### src/hw/spq_pkg.sv
package spq_pkg;
	// ----------------------------------------------------------------
	// Widths and constants
	// ----------------------------------------------------------------
	localparam int DATA_W = 8;
	localparam int DIV_W = 8;
	localparam int NUM_CS = 4;
	localparam int CS_W = 2;
	localparam int BIT_CNT_W = 4;
	localparam logic [DIV_W-1:0] DIV_ONE = 8'h01;
	localparam logic [BIT_CNT_W-1:0] LAST_BIT = 4'h7;
	localparam logic [CS_W-1:0] CS_ZERO = 2'h0;
	localparam logic [DATA_W-1:0] DATA_RST = 8'h00;
	localparam logic [DIV_W-1:0] DIV_CNT_RST = 8'h00;

	// Master transfer states, Gray coded along idle -> lead -> shift -> done
	typedef enum logic [1:0] {
		SPQ_IDLE = 2'b00,
		SPQ_LEAD = 2'b01,
		SPQ_SHIFT = 2'b11,
		SPQ_DONE = 2'b10
	} spq_state_e;
endpackage : spq_pkg

### src/hw/spq_core.sv
`timescale 1ns/1ns
// Behaviour
// - In slave mode the disable command is ignored and only software reset stops the block.
// - Mixed divisors of one and not one with polarity 1 and phase 0 give one extra clock pulse.
// - With cs 0 held after transfer and mode fault detection on, no master transfer ever starts.
// - While disabled, data writes are dropped and neither they nor disable touch the empty flag.
// - Words the DMA channel writes while disabled are lost.
module spq_core (
	input wire logic clk,
	input wire logic rst_b,
	input wire logic software_reset_bit,
	input wire logic enable_cmd,
	input wire logic disable_cmd,
	input wire logic master_mode,
	input wire logic mode_fault_disable,
	input wire logic [spq_pkg::CS_W-1:0] cs_select,
	input wire logic [spq_pkg::NUM_CS*spq_pkg::DIV_W-1:0] serial_clock_divisor,
	input wire logic clock_polarity_bit,
	input wire logic clock_phase_bit,
	input wire logic [spq_pkg::NUM_CS-1:0] cs_hold_after_transfer,
	input wire logic tx_write,
	input wire logic [spq_pkg::DATA_W-1:0] tx_data_register,
	input wire logic sck_in,
	input wire logic mosi_in,
	input wire logic ss_b_in,
	output logic enabled,
	output logic tx_empty_flag,
	output logic rx_full,
	output logic [spq_pkg::DATA_W-1:0] rx_data,
	output logic tx_dropped,
	output logic sck_out,
	output logic sck_oe,
	output logic mosi_out,
	output logic miso_out,
	output logic miso_oe,
	output logic [spq_pkg::NUM_CS-1:0] cs_b_out
);
	spq_pkg::spq_state_e st_q, st_d;
	logic en_q;
	logic empty_q;
	logic [spq_pkg::DATA_W-1:0] hold_q;
	logic [spq_pkg::DATA_W-1:0] shift_q;
	logic [spq_pkg::DATA_W-1:0] rx_q;
	logic rx_full_q;
	logic drop_q;
	logic [spq_pkg::BIT_CNT_W-1:0] bit_q;
	logic [spq_pkg::DIV_W-1:0] div_q;
	logic sck_q;
	logic extra_q;
	logic [spq_pkg::NUM_CS-1:0] cs_q;
	logic [spq_pkg::CS_W-1:0] cur_cs_q;
	logic sck_s, mosi_s, ss_b_s, sck_s_prev_q;

	// Divisor of one chip select, shared by several decodes
	function automatic logic [spq_pkg::DIV_W-1:0] div_of(
		input logic [spq_pkg::NUM_CS*spq_pkg::DIV_W-1:0] all,
		input logic [spq_pkg::CS_W-1:0] idx);
		div_of = all[idx*spq_pkg::DIV_W +: spq_pkg::DIV_W];
	endfunction : div_of

	// ----------------------------------------------------------------
	// Pin synchronisers
	// ----------------------------------------------------------------
	spq_sync u_sck (.clk(clk), .rst_b(rst_b), .pin(sck_in), .level(sck_s));
	spq_sync u_mosi (.clk(clk), .rst_b(rst_b), .pin(mosi_in), .level(mosi_s));
	spq_sync u_ss (.clk(clk), .rst_b(rst_b), .pin(ss_b_in), .level(ss_b_s));

	// ----------------------------------------------------------------
	// Decode
	// ----------------------------------------------------------------
	logic any_one, any_other, mixed_div, hang, wr_ok, start, slave_sel;
	logic half_tick, sample_edge, slv_edge;
	always_comb begin
		any_one = 1'b0;
		any_other = 1'b0;
		for (int i = 0; i < spq_pkg::NUM_CS; i++) begin
			if (div_of(serial_clock_divisor, i[spq_pkg::CS_W-1:0]) == spq_pkg::DIV_ONE) begin
				any_one = 1'b1;
			end else begin
				any_other = 1'b1;
			end
		end
	end
	// Flawed combination produces one surplus clock edge pair
	assign mixed_div = any_one && any_other && clock_polarity_bit && !clock_phase_bit;
	// Hold-after-transfer on cs 0 with fault detection on deadlocks start
	assign hang = cs_hold_after_transfer[0] && !mode_fault_disable;
	// Writes while disabled are filtered; the DMA keeps writing and loses data
	assign wr_ok = tx_write && en_q;
	assign start = master_mode && en_q && !empty_q && !hang && (st_q == spq_pkg::SPQ_IDLE);
	assign half_tick = (div_q == spq_pkg::DIV_CNT_RST);
	assign sample_edge = half_tick && (sck_q == clock_polarity_bit);
	assign slave_sel = !master_mode && en_q && !ss_b_s;
	assign slv_edge = slave_sel && (sck_s != sck_s_prev_q) && (sck_s != clock_polarity_bit);

	// ----------------------------------------------------------------
	// Master sequencer
	// ----------------------------------------------------------------
	always_comb begin
		st_d = st_q;
		unique case (st_q)
			spq_pkg::SPQ_IDLE: if (start) st_d = spq_pkg::SPQ_LEAD;
			spq_pkg::SPQ_LEAD: if (half_tick) st_d = spq_pkg::SPQ_SHIFT;
			spq_pkg::SPQ_SHIFT: begin
				if (sample_edge && bit_q == spq_pkg::LAST_BIT && !extra_q) st_d = spq_pkg::SPQ_DONE;
			end
			spq_pkg::SPQ_DONE: if (half_tick) st_d = spq_pkg::SPQ_IDLE;
		endcase
	end

	// Enable state: in slave mode a disable is ignored
	always_ff @(posedge clk or negedge rst_b) begin
		if (!rst_b) begin
			en_q <= 1'b0;
		end else if (software_reset_bit) begin
			en_q <= 1'b0;
		end else if (enable_cmd) begin
			en_q <= 1'b1;
		end else if (disable_cmd && master_mode) begin
			en_q <= 1'b0;
		end
	end

	// Empty flag: a load into the shifter sets it, an accepted write clears it
	always_ff @(posedge clk or negedge rst_b) begin
		if (!rst_b) begin
			empty_q <= 1'b1;
			hold_q <= spq_pkg::DATA_RST;
			drop_q <= 1'b0;
		end else if (software_reset_bit) begin
			empty_q <= 1'b1;
			drop_q <= 1'b0;
		end else begin
			drop_q <= tx_write && !en_q;
			if (wr_ok) begin
				empty_q <= 1'b0;
				hold_q <= tx_data_register;
			end else if (start || (slave_sel && st_q == spq_pkg::SPQ_IDLE && !empty_q)) begin
				empty_q <= 1'b1;
			end
		end
	end

	// Shift, clock and chip-select datapath
	always_ff @(posedge clk or negedge rst_b) begin
		if (!rst_b) begin
			st_q <= spq_pkg::SPQ_IDLE;
			shift_q <= spq_pkg::DATA_RST;
			rx_q <= spq_pkg::DATA_RST;
			rx_full_q <= 1'b0;
			bit_q <= '0;
			div_q <= spq_pkg::DIV_CNT_RST;
			sck_q <= 1'b0;
			extra_q <= 1'b0;
			cs_q <= '1;
			cur_cs_q <= spq_pkg::CS_ZERO;
			sck_s_prev_q <= 1'b0;
		end else if (software_reset_bit) begin
			st_q <= spq_pkg::SPQ_IDLE;
			rx_full_q <= 1'b0;
			bit_q <= '0;
			sck_q <= clock_polarity_bit;
			cs_q <= '1;
		end else begin
			st_q <= st_d;
			sck_s_prev_q <= sck_s;
			div_q <= (half_tick || st_q == spq_pkg::SPQ_IDLE) ?
				div_of(serial_clock_divisor, cur_cs_q) - spq_pkg::DIV_ONE :
				div_q - spq_pkg::DIV_ONE;
			if (st_q == spq_pkg::SPQ_IDLE) begin
				sck_q <= clock_polarity_bit;
				if (start) begin
					shift_q <= hold_q;
					bit_q <= '0;
					cur_cs_q <= cs_select;
					cs_q <= ~(4'b0001 << cs_select);
					extra_q <= mixed_div;
				end else if (!cs_hold_after_transfer[cur_cs_q]) begin
					cs_q <= '1;
				end
			end
			if (st_q == spq_pkg::SPQ_SHIFT && half_tick) begin
				sck_q <= ~sck_q;
				if (sample_edge) begin
					if (extra_q) begin
						extra_q <= 1'b0;
					end else begin
						shift_q <= {shift_q[spq_pkg::DATA_W-2:0], mosi_s};
						bit_q <= bit_q + 1'b1;
						if (bit_q == spq_pkg::LAST_BIT) begin
							rx_q <= {shift_q[spq_pkg::DATA_W-2:0], mosi_s};
							rx_full_q <= 1'b1;
						end
					end
				end
			end
			// Slave receive keeps running after a disable request
			if (slv_edge) begin
				shift_q <= {shift_q[spq_pkg::DATA_W-2:0], mosi_s};
				bit_q <= bit_q + 1'b1;
				if (bit_q == spq_pkg::LAST_BIT) begin
					rx_q <= {shift_q[spq_pkg::DATA_W-2:0], mosi_s};
					rx_full_q <= 1'b1;
					bit_q <= '0;
				end
			end else if (slave_sel && st_q == spq_pkg::SPQ_IDLE && !empty_q && bit_q == '0) begin
				shift_q <= hold_q;
			end
		end
	end

	assign enabled = en_q;
	assign tx_empty_flag = empty_q;
	assign rx_full = rx_full_q;
	assign rx_data = rx_q;
	assign tx_dropped = drop_q;
	assign sck_out = sck_q;
	assign sck_oe = master_mode && en_q;
	assign mosi_out = shift_q[spq_pkg::DATA_W-1];
	assign miso_out = shift_q[spq_pkg::DATA_W-1];
	assign miso_oe = slave_sel;
	assign cs_b_out = cs_q;

	// ----------------------------------------------------------------
	// Checks
	// ----------------------------------------------------------------
	hang_no_start_a: assert property (@(posedge clk) disable iff (!rst_b)
		(hang && st_q == spq_pkg::SPQ_IDLE && !software_reset_bit) |=>
		(st_q == spq_pkg::SPQ_IDLE)) else $error("transfer started while hung");
	slave_keeps_en_a: assert property (@(posedge clk) disable iff (!rst_b)
		(en_q && !master_mode && !software_reset_bit) |=> en_q) else $error("slave disabled");
	off_write_keeps_a: assert property (@(posedge clk) disable iff (!rst_b)
		(!en_q && !software_reset_bit) |=> $stable(empty_q)) else $error("empty flag moved");
	write_clears_a: assert property (@(posedge clk) disable iff (!rst_b)
		(wr_ok && !software_reset_bit) |=> !empty_q) else $error("write did not clear empty");
	drop_flag_a: assert property (@(posedge clk) disable iff (!rst_b)
		(tx_write && !en_q && !software_reset_bit) |=> drop_q) else $error("lost write unflagged");
	reset_stops_a: assert property (@(posedge clk) disable iff (!rst_b)
		software_reset_bit |=> (!en_q && empty_q)) else $error("soft reset ignored");
	extra_arm_a: assert property (@(posedge clk) disable iff (!rst_b)
		(start && !software_reset_bit) |=> (extra_q == $past(mixed_div))) else $error("extra pulse");
endmodule : spq_core

### src/hw/spq_sync.sv
`timescale 1ns/1ns
// Three-stage pin synchroniser; a change counts once stages two and three agree
module spq_sync (
	input wire logic clk,
	input wire logic rst_b,
	input wire logic pin,
	output logic level
);
	logic s1_q;
	logic s2_q;
	logic s3_q;
	logic lvl_q;

	// ----------------------------------------------------------------
	// Capture chain
	// ----------------------------------------------------------------
	// Only s2 reads s1, so metastability never reaches logic
	always_ff @(posedge clk or negedge rst_b) begin
		if (!rst_b) begin
			s1_q <= 1'b0;
			s2_q <= 1'b0;
			s3_q <= 1'b0;
			lvl_q <= 1'b0;
		end else begin
			s1_q <= pin;
			s2_q <= s1_q;
			s3_q <= s2_q;
			if (s2_q == s3_q) begin
				lvl_q <= s3_q;
			end
		end
	end

	assign level = lvl_q;
endmodule : spq_sync

### config.mk
export PLATFORM = sky130hd
export DESIGN_NAME = spq_core
export DESIGN_NICKNAME = d
export VERILOG_FILES = /design/src/hw/spq_pkg.sv /design/src/hw/spq_core.sv /design/src/hw/spq_sync.sv
export SDC_FILE = /design/constraint.sdc
export NUM_CORES = 1
export LEC_CHECK = 0
export BUFFER_PORTS_ARGS = -buffer_cell sky130_fd_sc_hd__buf_2
export CORE_ASPECT_RATIO = 1.5
export CORE_MARGIN = 1.5
export CORE_UTILIZATION = 53
export CTS_CLUSTER_DIAMETER = 30
export CTS_CLUSTER_SIZE = 28
export DETAILED_ROUTE_END_ITERATION = 16
export PLACE_DENSITY = 0.83
export SLEW_MARGIN = 40
export SYNTH_ARGS = -nofsm -noshare
export SYNTH_HDL_FRONTEND = slang
export SYNTH_SLANG_ARGS = --single-unit
### constraint.sdc
create_clock -name clk -period 3.3 [get_ports clk]
set_input_delay 0.33 -clock clk [delete_from_list [all_inputs] [get_ports clk]]
set_output_delay 0.33 -clock clk [all_outputs]
set_load 0.05 [all_outputs]
Yosys cells after proc, flatten, opt, wreduce, memory -nomap -nowiden
Cells that the tools add are included.
Widths: inputs -> output; s select.
- add/subtract/negate cells: 3
- magnitude comparators: 1
- equal/unequal tests: 19
- shifts and indexed selects: 2
- mux-type cells: 64
- bitwise logic cells: 3
- reduce and logical (&&, ||, !) cells: 43
- operator list (kind ; number):
    $mux 8 ; 14
    $mux 4 ; 12
    $eq 8x1->1 const B ; 4
    $shiftx 32x6->8 ; 1
    $mux 1 ; 31
    $logic_and 1x1->1 ; 22
    $sub 8x1->8 const B ; 2
    $ne 3x3->1 const B ; 5
    $mux 2 ; 5
    $reduce_bool 3->1 ; 3
    $logic_not 1->1 ; 8
    $logic_not 8->1 ; 1
    $pmux 2 s4 ; 1
    $add 4x1->4 const B ; 1
    $eq 1x1->1 ; 4
    $eq 2x2->1 const B ; 2
    $eq 4x3->1 const B ; 1
    $logic_not 4->1 ; 1
    $not 4->4 ; 1
    $reduce_and 2->1 ; 2
    $reduce_and 4->1 ; 1
    $shl 1x2->4 const A ; 1
    $lt 2x3->1 const B ; 1
    $reduce_and 3->1 ; 1
    7 further kinds ; 10
- register bits after elaboration: 63
- input port bits: 59
- output and inout port bits: 21
- word-level logic and storage cells: 162

Logic depth before layout (Yosys ltp)
Gate-level depths: netlist (run 1).
- word-level depth: 13
- gate-level depth with buffers: 9

By module
From an unflattened synthesis (run 1), not the netlist that was laid out.
- cell total of the unflattened synthesis: 289
- area total of the unflattened synthesis: 3269.4 um2
- modules (own cells, without submodules) (module ; times used ; cells an instance ; area an instance (um2) ; seq. area each (um2)):
    spq_core ; 1 ; 274 ; 2935.3 ; 1282.5
    spq_sync ; 3 ; 5 ; 111.4 ; 100.1

Worst setup path before layout (run 1)
Ideal clock, no wire load.
- kind: flip-flop to flip-flop
- start: register en_q, in the netlist enabled
- end: register rx_q (netlist bit rx_data[0])
- data arrival time: 3.500 ns
- data required time: 3.175 ns
- setup slack: -0.325 ns
- stages on the path, launching flop included: 7
- path buffers: 1
- clock period less this slack: 3.625 ns
- cells stage by stage: dfrtp_1 nor3b_1 o21ai_0 and2_4 or3_1 buf_6 mux2_4
- longest elaborated chain between the ends: 5
- ends and longest elaborated chain (what ; line ; RTL):
    from (decl) ; spq_core.sv:39 ; logic en_q;
    from (signal assigned) ; spq_core.sv:114 ; en_q <= 1'b0;
    from (signal assigned) ; spq_core.sv:116 ; en_q <= 1'b0;
    from (signal assigned) ; spq_core.sv:118 ; en_q <= 1'b1;
    $logic_and 1x1->1 (2 in series) ; spq_core.sv:93 ; assign slave_sel = !master_mode && en_q && !ss_b_s;
    net miso_oe ; spq_core.sv:35 ; output logic miso_oe,
    $logic_and 1x1->1 (2 in series) ; spq_core.sv:94 ; assign slv_edge = slave_sel && (sck_s != sck_s_prev_q) && (sck_s != clock_polarity_bit);
    $mux 8 ; spq_core.sv:198 ; if (slv_edge) begin
    to (signal assigned) ; spq_core.sv:149 ; rx_q <= spq_pkg::DATA_RST;
    to (signal assigned) ; spq_core.sv:191 ; rx_q <= {shift_q[spq_pkg::DATA_W-2:0], mosi_s};
    to (signal assigned) ; spq_core.sv:202 ; rx_q <= {shift_q[spq_pkg::DATA_W-2:0], mosi_s};
    to (decl) ; spq_core.sv:43 ; logic [spq_pkg::DATA_W-1:0] rx_q;
The timed path passes the listed nets, and every way through them passes these cells.
A chain may end at the register's enable or synchronous reset.

Final worst setup path (run 1)
- start: register div_q[5] (netlist bit)
- end: register rx_q (netlist bit rx_data[5])
- longest elaborated chain between the ends: 6
- elaborated cells between the ends (all ways): 7
- classes of those cells: mux: 4; reduce/logical: 3
- ends and longest elaborated chain (what ; line ; RTL):
    from (decl) ; spq_core.sv:47 ; logic [spq_pkg::DIV_W-1:0] div_q;
    from (signal assigned) ; spq_core.sv:152 ; div_q <= spq_pkg::DIV_CNT_RST;
    from (signal assigned) ; spq_core.sv:167 ; div_q <= (half_tick || st_q == spq_pkg::SPQ_IDLE) ?
    $logic_not 8->1 * ; spq_core.sv:91 ; assign half_tick = (div_q == spq_pkg::DIV_CNT_RST);
    $logic_and 1x1->1 ; spq_core.sv:92 ; assign sample_edge = half_tick && (sck_q == clock_polarity_bit);
    $mux 8 ; spq_core.sv:184 ; if (sample_edge) begin
    $mux 8 * ; spq_core.sv:182 ; if (st_q == spq_pkg::SPQ_SHIFT && half_tick) begin
    $mux 8 ; spq_core.sv:201 ; if (bit_q == spq_pkg::LAST_BIT) begin
    $mux 8 * ; spq_core.sv:198 ;
Mark *: on every way between the ends. The rest lies on a longest branch, timed or not.

==> flow_summary.toml, run 1 <==
[die]
core_area_um2 = 6090
die_y_um = 99.6
dieWidth_um = 67.4
ios = 80
die_area_um2 = 6710
core.rowCount = 35
start_util_pct = 54.2

[placed_design]
port_buffers = 79
gp_congestion = 0.929
placed_cell_area_um2 = 3750
dpl.hpwl_um = 5610

[worst_setup_path]
crit_path_end_kind = "flip-flop"
path_delay_family = "simple AND/OR/NAND/NOR gates"
rr_endpoint = "rx_data[5]"
critPathBufInv = 0
critPathKind = "flip-flop to flip-flop"
worstPathRequired_ns = 3.52
cp_slowest_stage_delay_ns = 0.60
rr_worst_depth = 6
worst-path-max-fanout = 12
crit_end = "rx_data[5]"
crit_slowest_cell = "or4_1"
ff2ff_setup_slack_ns = 0.44
cp-start-kind = "flip-flop"
cp.arrival_ns = 3.08
rr_startpoint = "div_q[5]"
cp-startpoint = "div_q[5]"
path_cells = "nor4_4 > nand2_2 > or4_1 > and2_4 > or3_1 > mux2_4"
cp.depth = 6

[timing]
slew_violations = 0
hold_violations = 0
worstMarginPinSlew_ns = 0.623
layout_min_cycle_time_ns = 2.86
period_share_pct = 86.6
tns_ns = 0
fmax_mhz = 350
setup_violations = 0
rsz0062_at_grt = "false"
skew_ns = 0.0116
slew_headroom_pct = 58.4

[synth]
synthesis.nets = 365
postSynthCellCount = 303
yosys.area.top_type = "dfrtp_1"
synth_warnings = 0
yosysSeqAreaShare_pct = 48.0
synth_area_leaders = "dfrtp_1, mux4_2, nand2_1"
syn-cell-area_um2 = 3300
syn_avg_cell_area_um2 = 10.9
synth_edf_count = 0
ys.flop_type = "dfrtp_1"
synth_top_cell_area_share_pct = 44.0
synth-seq-cells = 63
synth_async_sr_flop_share_pct = 100
yosysUniqueCellTypes = 51

[grt]
antenna_found_initial = 0
grt.overflow.total = 0
grt_use_total_pct = 24.5
first_global_vias = 2699
grt_pass1_wl_um = 12400
grt_max_degree = 36

[clocking]
cts_tree = "done"
ctsHoldBuffers = 0
clk_latency_ns = 0.34
clk_pin_slew_ns = 0.07
cts.sinks = 63
cts_buffer_depth = 2
cts_resized = 0
cts_buffers = 9
post-cts-setup-buffer-count = 0
cts-root-buf = "clkbuf_8"
htreeDepth = 3

[finish]
fin_nets = 445
drive_gt1_share_pct = 36.1
layout_common_cells = "buf_2, dfrtp_1, nand2_1, nor2_1, a21oi_1"
utilization_pct = 65.1
num_antenna_cells = 0
final_common_cell = "buf_2"
fill_cells = 485
fin_area_um2 = 3960
area_growth_pct = 20.2

[routing]
wl_per_cell_um = 15.9
wirelength_um = 7350
dr_total_vias = 2734
drt_iter0_markers = 197
ant_nets = 0
drc = 0
via_per_inst = 5.92
firstDrtPassIters = 4

[power_and_ir_drop]
power_density_nw_per_um2 = 522
p_comb_share_pct = 19.0
clkPwrFrac_pct = 34.2
leakage_uw = 0.00190
finalPower_uw = 2070
vdd_drop_max_uv = 450
p_int_uw = 1480
power.switching_uw = 593
swShare_pct = 28.7
pwr-share-seq_pct = 46.8

[worst_hold_path]
worstHoldPathType = "primary input to asynchronous set/reset pin"

[run_status]
status = "complete, no violations"

[flow_run]
maxCapViolCount = 0
## how the worst min path moves through the flow
stage	slack, ns	startpoint	endpoint
after floorplan	0.03	rst_b	bit_q[0]
after global routing	0.05	rst_b	div_q[7]
after CTS	0.02	rst_b	div_q[7]
after global placement	0.33	u_mosi.s1_q	u_mosi.s2_q
after detailed placement	0.34	u_mosi.s1_q	u_mosi.s2_q
final	0.007	rst_b	div_q[7]
## cells by family after synthesis
logic type               Yosys count  share of synthesized area [%]
AO/OA/AOI/OAI                     66                           13.2
XOR/XNOR                           4                           1.06
adder cells (fa/ha/maj)            6                           2.05
buffers and inverters             20                           2.69
flip-flops                        63                           48.0
multiplexers                      37                           16.3
AND/OR/NAND/NOR                  107                           16.7
## flip-flops by register name (all words and copies together), names as in the netlist, 2 cells and up
signal	cells
div_q	8
hold_q	8
rx_data	8
shift_q	8
bit_q	4
cs_b_out	4
cur_cs_q	2
st_q	2
## Yosys cell counts, types with 8 or more instances
library cell,number
o22ai_1,9
a211oi_1,8
a21o_1,10
mux2i_1,8
a21oi_1,14
mux2_4,8
nand2_1,38
dfrtp_1,58
o21ai_0,10
mux2_2,12
nor2_1,29
mux4_2,9
## power by group through the flow
stage / combinational (uW) / sequential [uW] / clock, uW
floorplan: 273 / 963 / 0
global placement: 375 / 973 / 0
detailed placement: 391 / 981 / 0
CTS: 396 / 967 / 726
global route: 432 / 982 / 767
finish: 393 / 969 / 709
## layer usage
layer,vias up,part of all wire [%],global-route usage (%)
li1,1280,-,-
met1,1356,38,29.9
met2,79,55,40.2
met3,19,4.9,5.66
met4,0,2.6,11.5
met5,-,0,0
## cell type report
type                            instances  area, um2  area share (%)
Clock buffer                           10        128            3.22
Clock inverter                          6       86.3            2.18
Inverter                                7       26.3           0.663
Multi-Input combinational cell        220       1630            41.1
Sequential cell                        63       1580            39.9
Tap cell                               74       92.6            2.34
Timing Repair Buffer                   82        418            10.5
## metrics by stage
| stage | setup WS [ns] | hold slack [ns] | std cells |
|---|---|---|---|
| after global placement | 0.557 | 0.331 | 446 |
| after global routing | 0.218 | 0.0461 | 462 |
| after detailed placement | 0.466 | 0.343 | 446 |
| after floorplan | 0.331 | 0.0344 | 303 |
| after CTS | 0.435 | 0.0191 | 462 |
| final | 0.441 | 0.00663 | 462 |
Note: power is estimated with default switching activity, not from simulation.
==> inputs of run 2 (changes only) <==
--- a/config.mk
+++ b/config.mk
@@ -16,4 +16,5 @@
 export SLEW_MARGIN = 40
 export SYNTH_ARGS = -nofsm -noshare
 export SYNTH_HDL_FRONTEND = slang
+export SYNTH_HIERARCHICAL = 1
 export SYNTH_SLANG_ARGS = --single-unit
==> flow_summary.toml, run 2 <==
[clocking]
cts-root-buf = "clkbuf_8"
post-cts-setup-buffer-count = 0
cts_resized = 0
ctsHoldBuffers = 0
cts.sinks = 63
cts_tree = "done"
cts_buffers = 9
clk_latency_ns = 0.34
clk_pin_slew_ns = 0.07
cts_buffer_depth = 2
htreeDepth = 3

[timing]
tns_ns = 0
hold_slack_ns = -0.00663
skew_ns = 0.00533
layout_min_cycle_time_ns = 2.74
slew_violations = 0
fmax_mhz = 365
rsz0062_at_grt = "false"
hold_violations = 4
worstMarginPinSlew_ns = 0.704
setup_violations = 0
period_share_pct = 82.9
slew_headroom_pct = 53.1

[worst_setup_path]
cp-start-kind = "flip-flop"
crit_path_end_kind = "flip-flop"
worstPathRequired_ns = 3.52
cp.arrival_ns = 2.96
critPathKind = "flip-flop to flip-flop"
worst-path-max-fanout = 18

[routing]
wl_per_cell_um = 16.1
ant_nets = 0
drc = 0
firstDrtPassIters = 4
dr_total_vias = 2656
wirelength_um = 7160
drt_iter0_markers = 125
via_per_inst = 5.97

[finish]
area_growth_pct = 20.2
num_antenna_cells = 0
layout_common_cells = "buf_2, dfrtp_1, nand2_1, nor2_1, o22a_1"
utilization_pct = 67.0
fin_cells = 445
final_common_cell = "buf_2"
fill_cells = 463
drive_gt1_share_pct = 38.1
fin_nets = 430

[flow_run]
maxCapViolCount = 0

[synth]
synth_area_leaders = "dfrtp_1, mux4_2, o22a_1"
synth-seq-cells = 63
synth_async_sr_flop_share_pct = 100
synthAdderAreaFrac_pct = 2.18
yosys.area.top_type = "dfrtp_1"
yosysUniqueCellTypes = 55
synth_mux_area_share_pct = 13.3
yosysMostFrequentCell = "dfrtp_1"
syn-cell-area_um2 = 3270
yosys-top-cells-count = "dfrtp_1, nand2_1, nor2_1, o22a_1, a21oi_1"
synth_top_cell_area_share_pct = 44.4
yosysSeqAreaShare_pct = 48.4
synth_compound_area_share_pct = 15.1
synth_warnings = 6
ys.flop_type = "dfrtp_1"
synthXorXnorAreaFrac_pct = 1.61
synthesis.nets = 351
synth_top_family_by_area = "simple AND/OR/NAND/NOR gates"
syn_avg_cell_area_um2 = 11.3
postSynthCellCount = 289
synth_edf_count = 0
yosys.area_share.simple_pct = 16.6

[die]
start_util_pct = 55.7
dieWidth_um = 67.1
die_y_um = 99.2
ios = 80
core.rowCount = 34
core_area_um2 = 5870
die_area_um2 = 6660

[placed_design]
dp.cells = 429
dpl.hpwl_um = 5330
port_buffers = 79
gp_congestion = 0.841

[run_status]
violations = "negative hold slack"
status = "finished, violations left"

[power_and_ir_drop]
clkPwrFrac_pct = 33.8
swShare_pct = 29.3
leakage_uw = 0.00173
vdd_drop_max_uv = 279
power.switching_uw = 629
p_comb_share_pct = 19.8
power_density_nw_per_um2 = 546
finalPower_uw = 2140
p_int_uw = 1520
pwr-share-seq_pct = 46.4

[grt]
grt.overflow.total = 0
grt_pass1_wl_um = 12100
grt_use_total_pct = 23.8
grt_max_degree = 49
first_global_vias = 2743
antenna_found_initial = 0

[worst_hold_path]
worstHoldPathType = "primary input to asynchronous set/reset pin"
## run 2: cell count changes after synthesis, sizes merged, moves of 3 or more
cell,delta
a21oi,+3
o22ai,-8
a21o,-8
nor2,-7
mux2i,-8
nand2,-17
a211oi,-7
nor3,+7
o22a,+20
## run 2: layout make-up
class,instances,area [um2],area share (%)
Multi-Input combinational cell,205,1600,40.6
Sequential cell,63,1580,40.3
Clock inverter,7,96.3,2.45
Clock buffer,9,124,3.15
Inverter,8,30.0,0.764
Timing Repair Buffer,81,413,10.5
Tap cell,72,90.1,2.29
## run 2: layer usage
metal  part of all wire [%]  vias to the layer above  GRT usage (%)
met5                      0                        -              0
met4                    2.6                        0           11.5
met3                    5.6                       22           7.58
met2                     53                      109           40.3
met1                     39                     1283           26.5
li1                       -                     1242              -
## run 2: power by group through the flow
stage | sequential (uW) | clock, uW | combinational (uW)
6_report | 995 | 725 | 425
3_5_place_dp | 1010 | 0 | 425
5_1_grt | 1010 | 779 | 467
3_3_place_gp | 999 | 0 | 411
4_1_cts | 993 | 744 | 428
2_1_floorplan | 1000 | 0 | 296
## run 2: kinds of logic after synthesis
logic type      after synthesis
fa+ha+maj                     6
xor+xnor                      6
flops                        63
simple gates                 96
mux                          27
compound gates               70
buf+inv                      21
## run 2: final timing paths
| check | start | endpoint | slack (ns) | cells after the start |
|---|---|---|---|---|
| max in group asynchronous | rst_b | rx_data[3] | 2.67 | 2 |
| worst min-delay path | rst_b | div_q[3] | -0.007 | 1 |
| worst max register to register | div_q[6] | rx_data[1] | 0.56 | 5 |
| min in group clk | ss_b_in | u_ss/s1_q | 0.09 | 1 |
| worst max-delay path | div_q[6] | rx_data[1] | 0.56 | 5 |
| worst min register to register | u_ss/s1_q | u_ss/s2_q | 0.36 | 0 |
## run 2: worst max-delay path: stages, from the launching register on
cell	delay, ns
dfrtp_1	0.47
nor4_4	0.45
nand3_2	0.18
o31a_1	0.47
or3_1	0.66
mux2_4	0.38
## run 2: metrics by stage
stage	setup WS [ns]	area, um2	hold WS (ns)
5_1_grt	0.425	3930	0.0304
4_1_cts	0.593	3930	0.00999
6_report	0.563	3930	-0.00663
2_1_floorplan	0.300	3270	0.0344
3_5_place_dp	0.650	3710	0.340
3_3_place_gp	0.729	3710	0.332
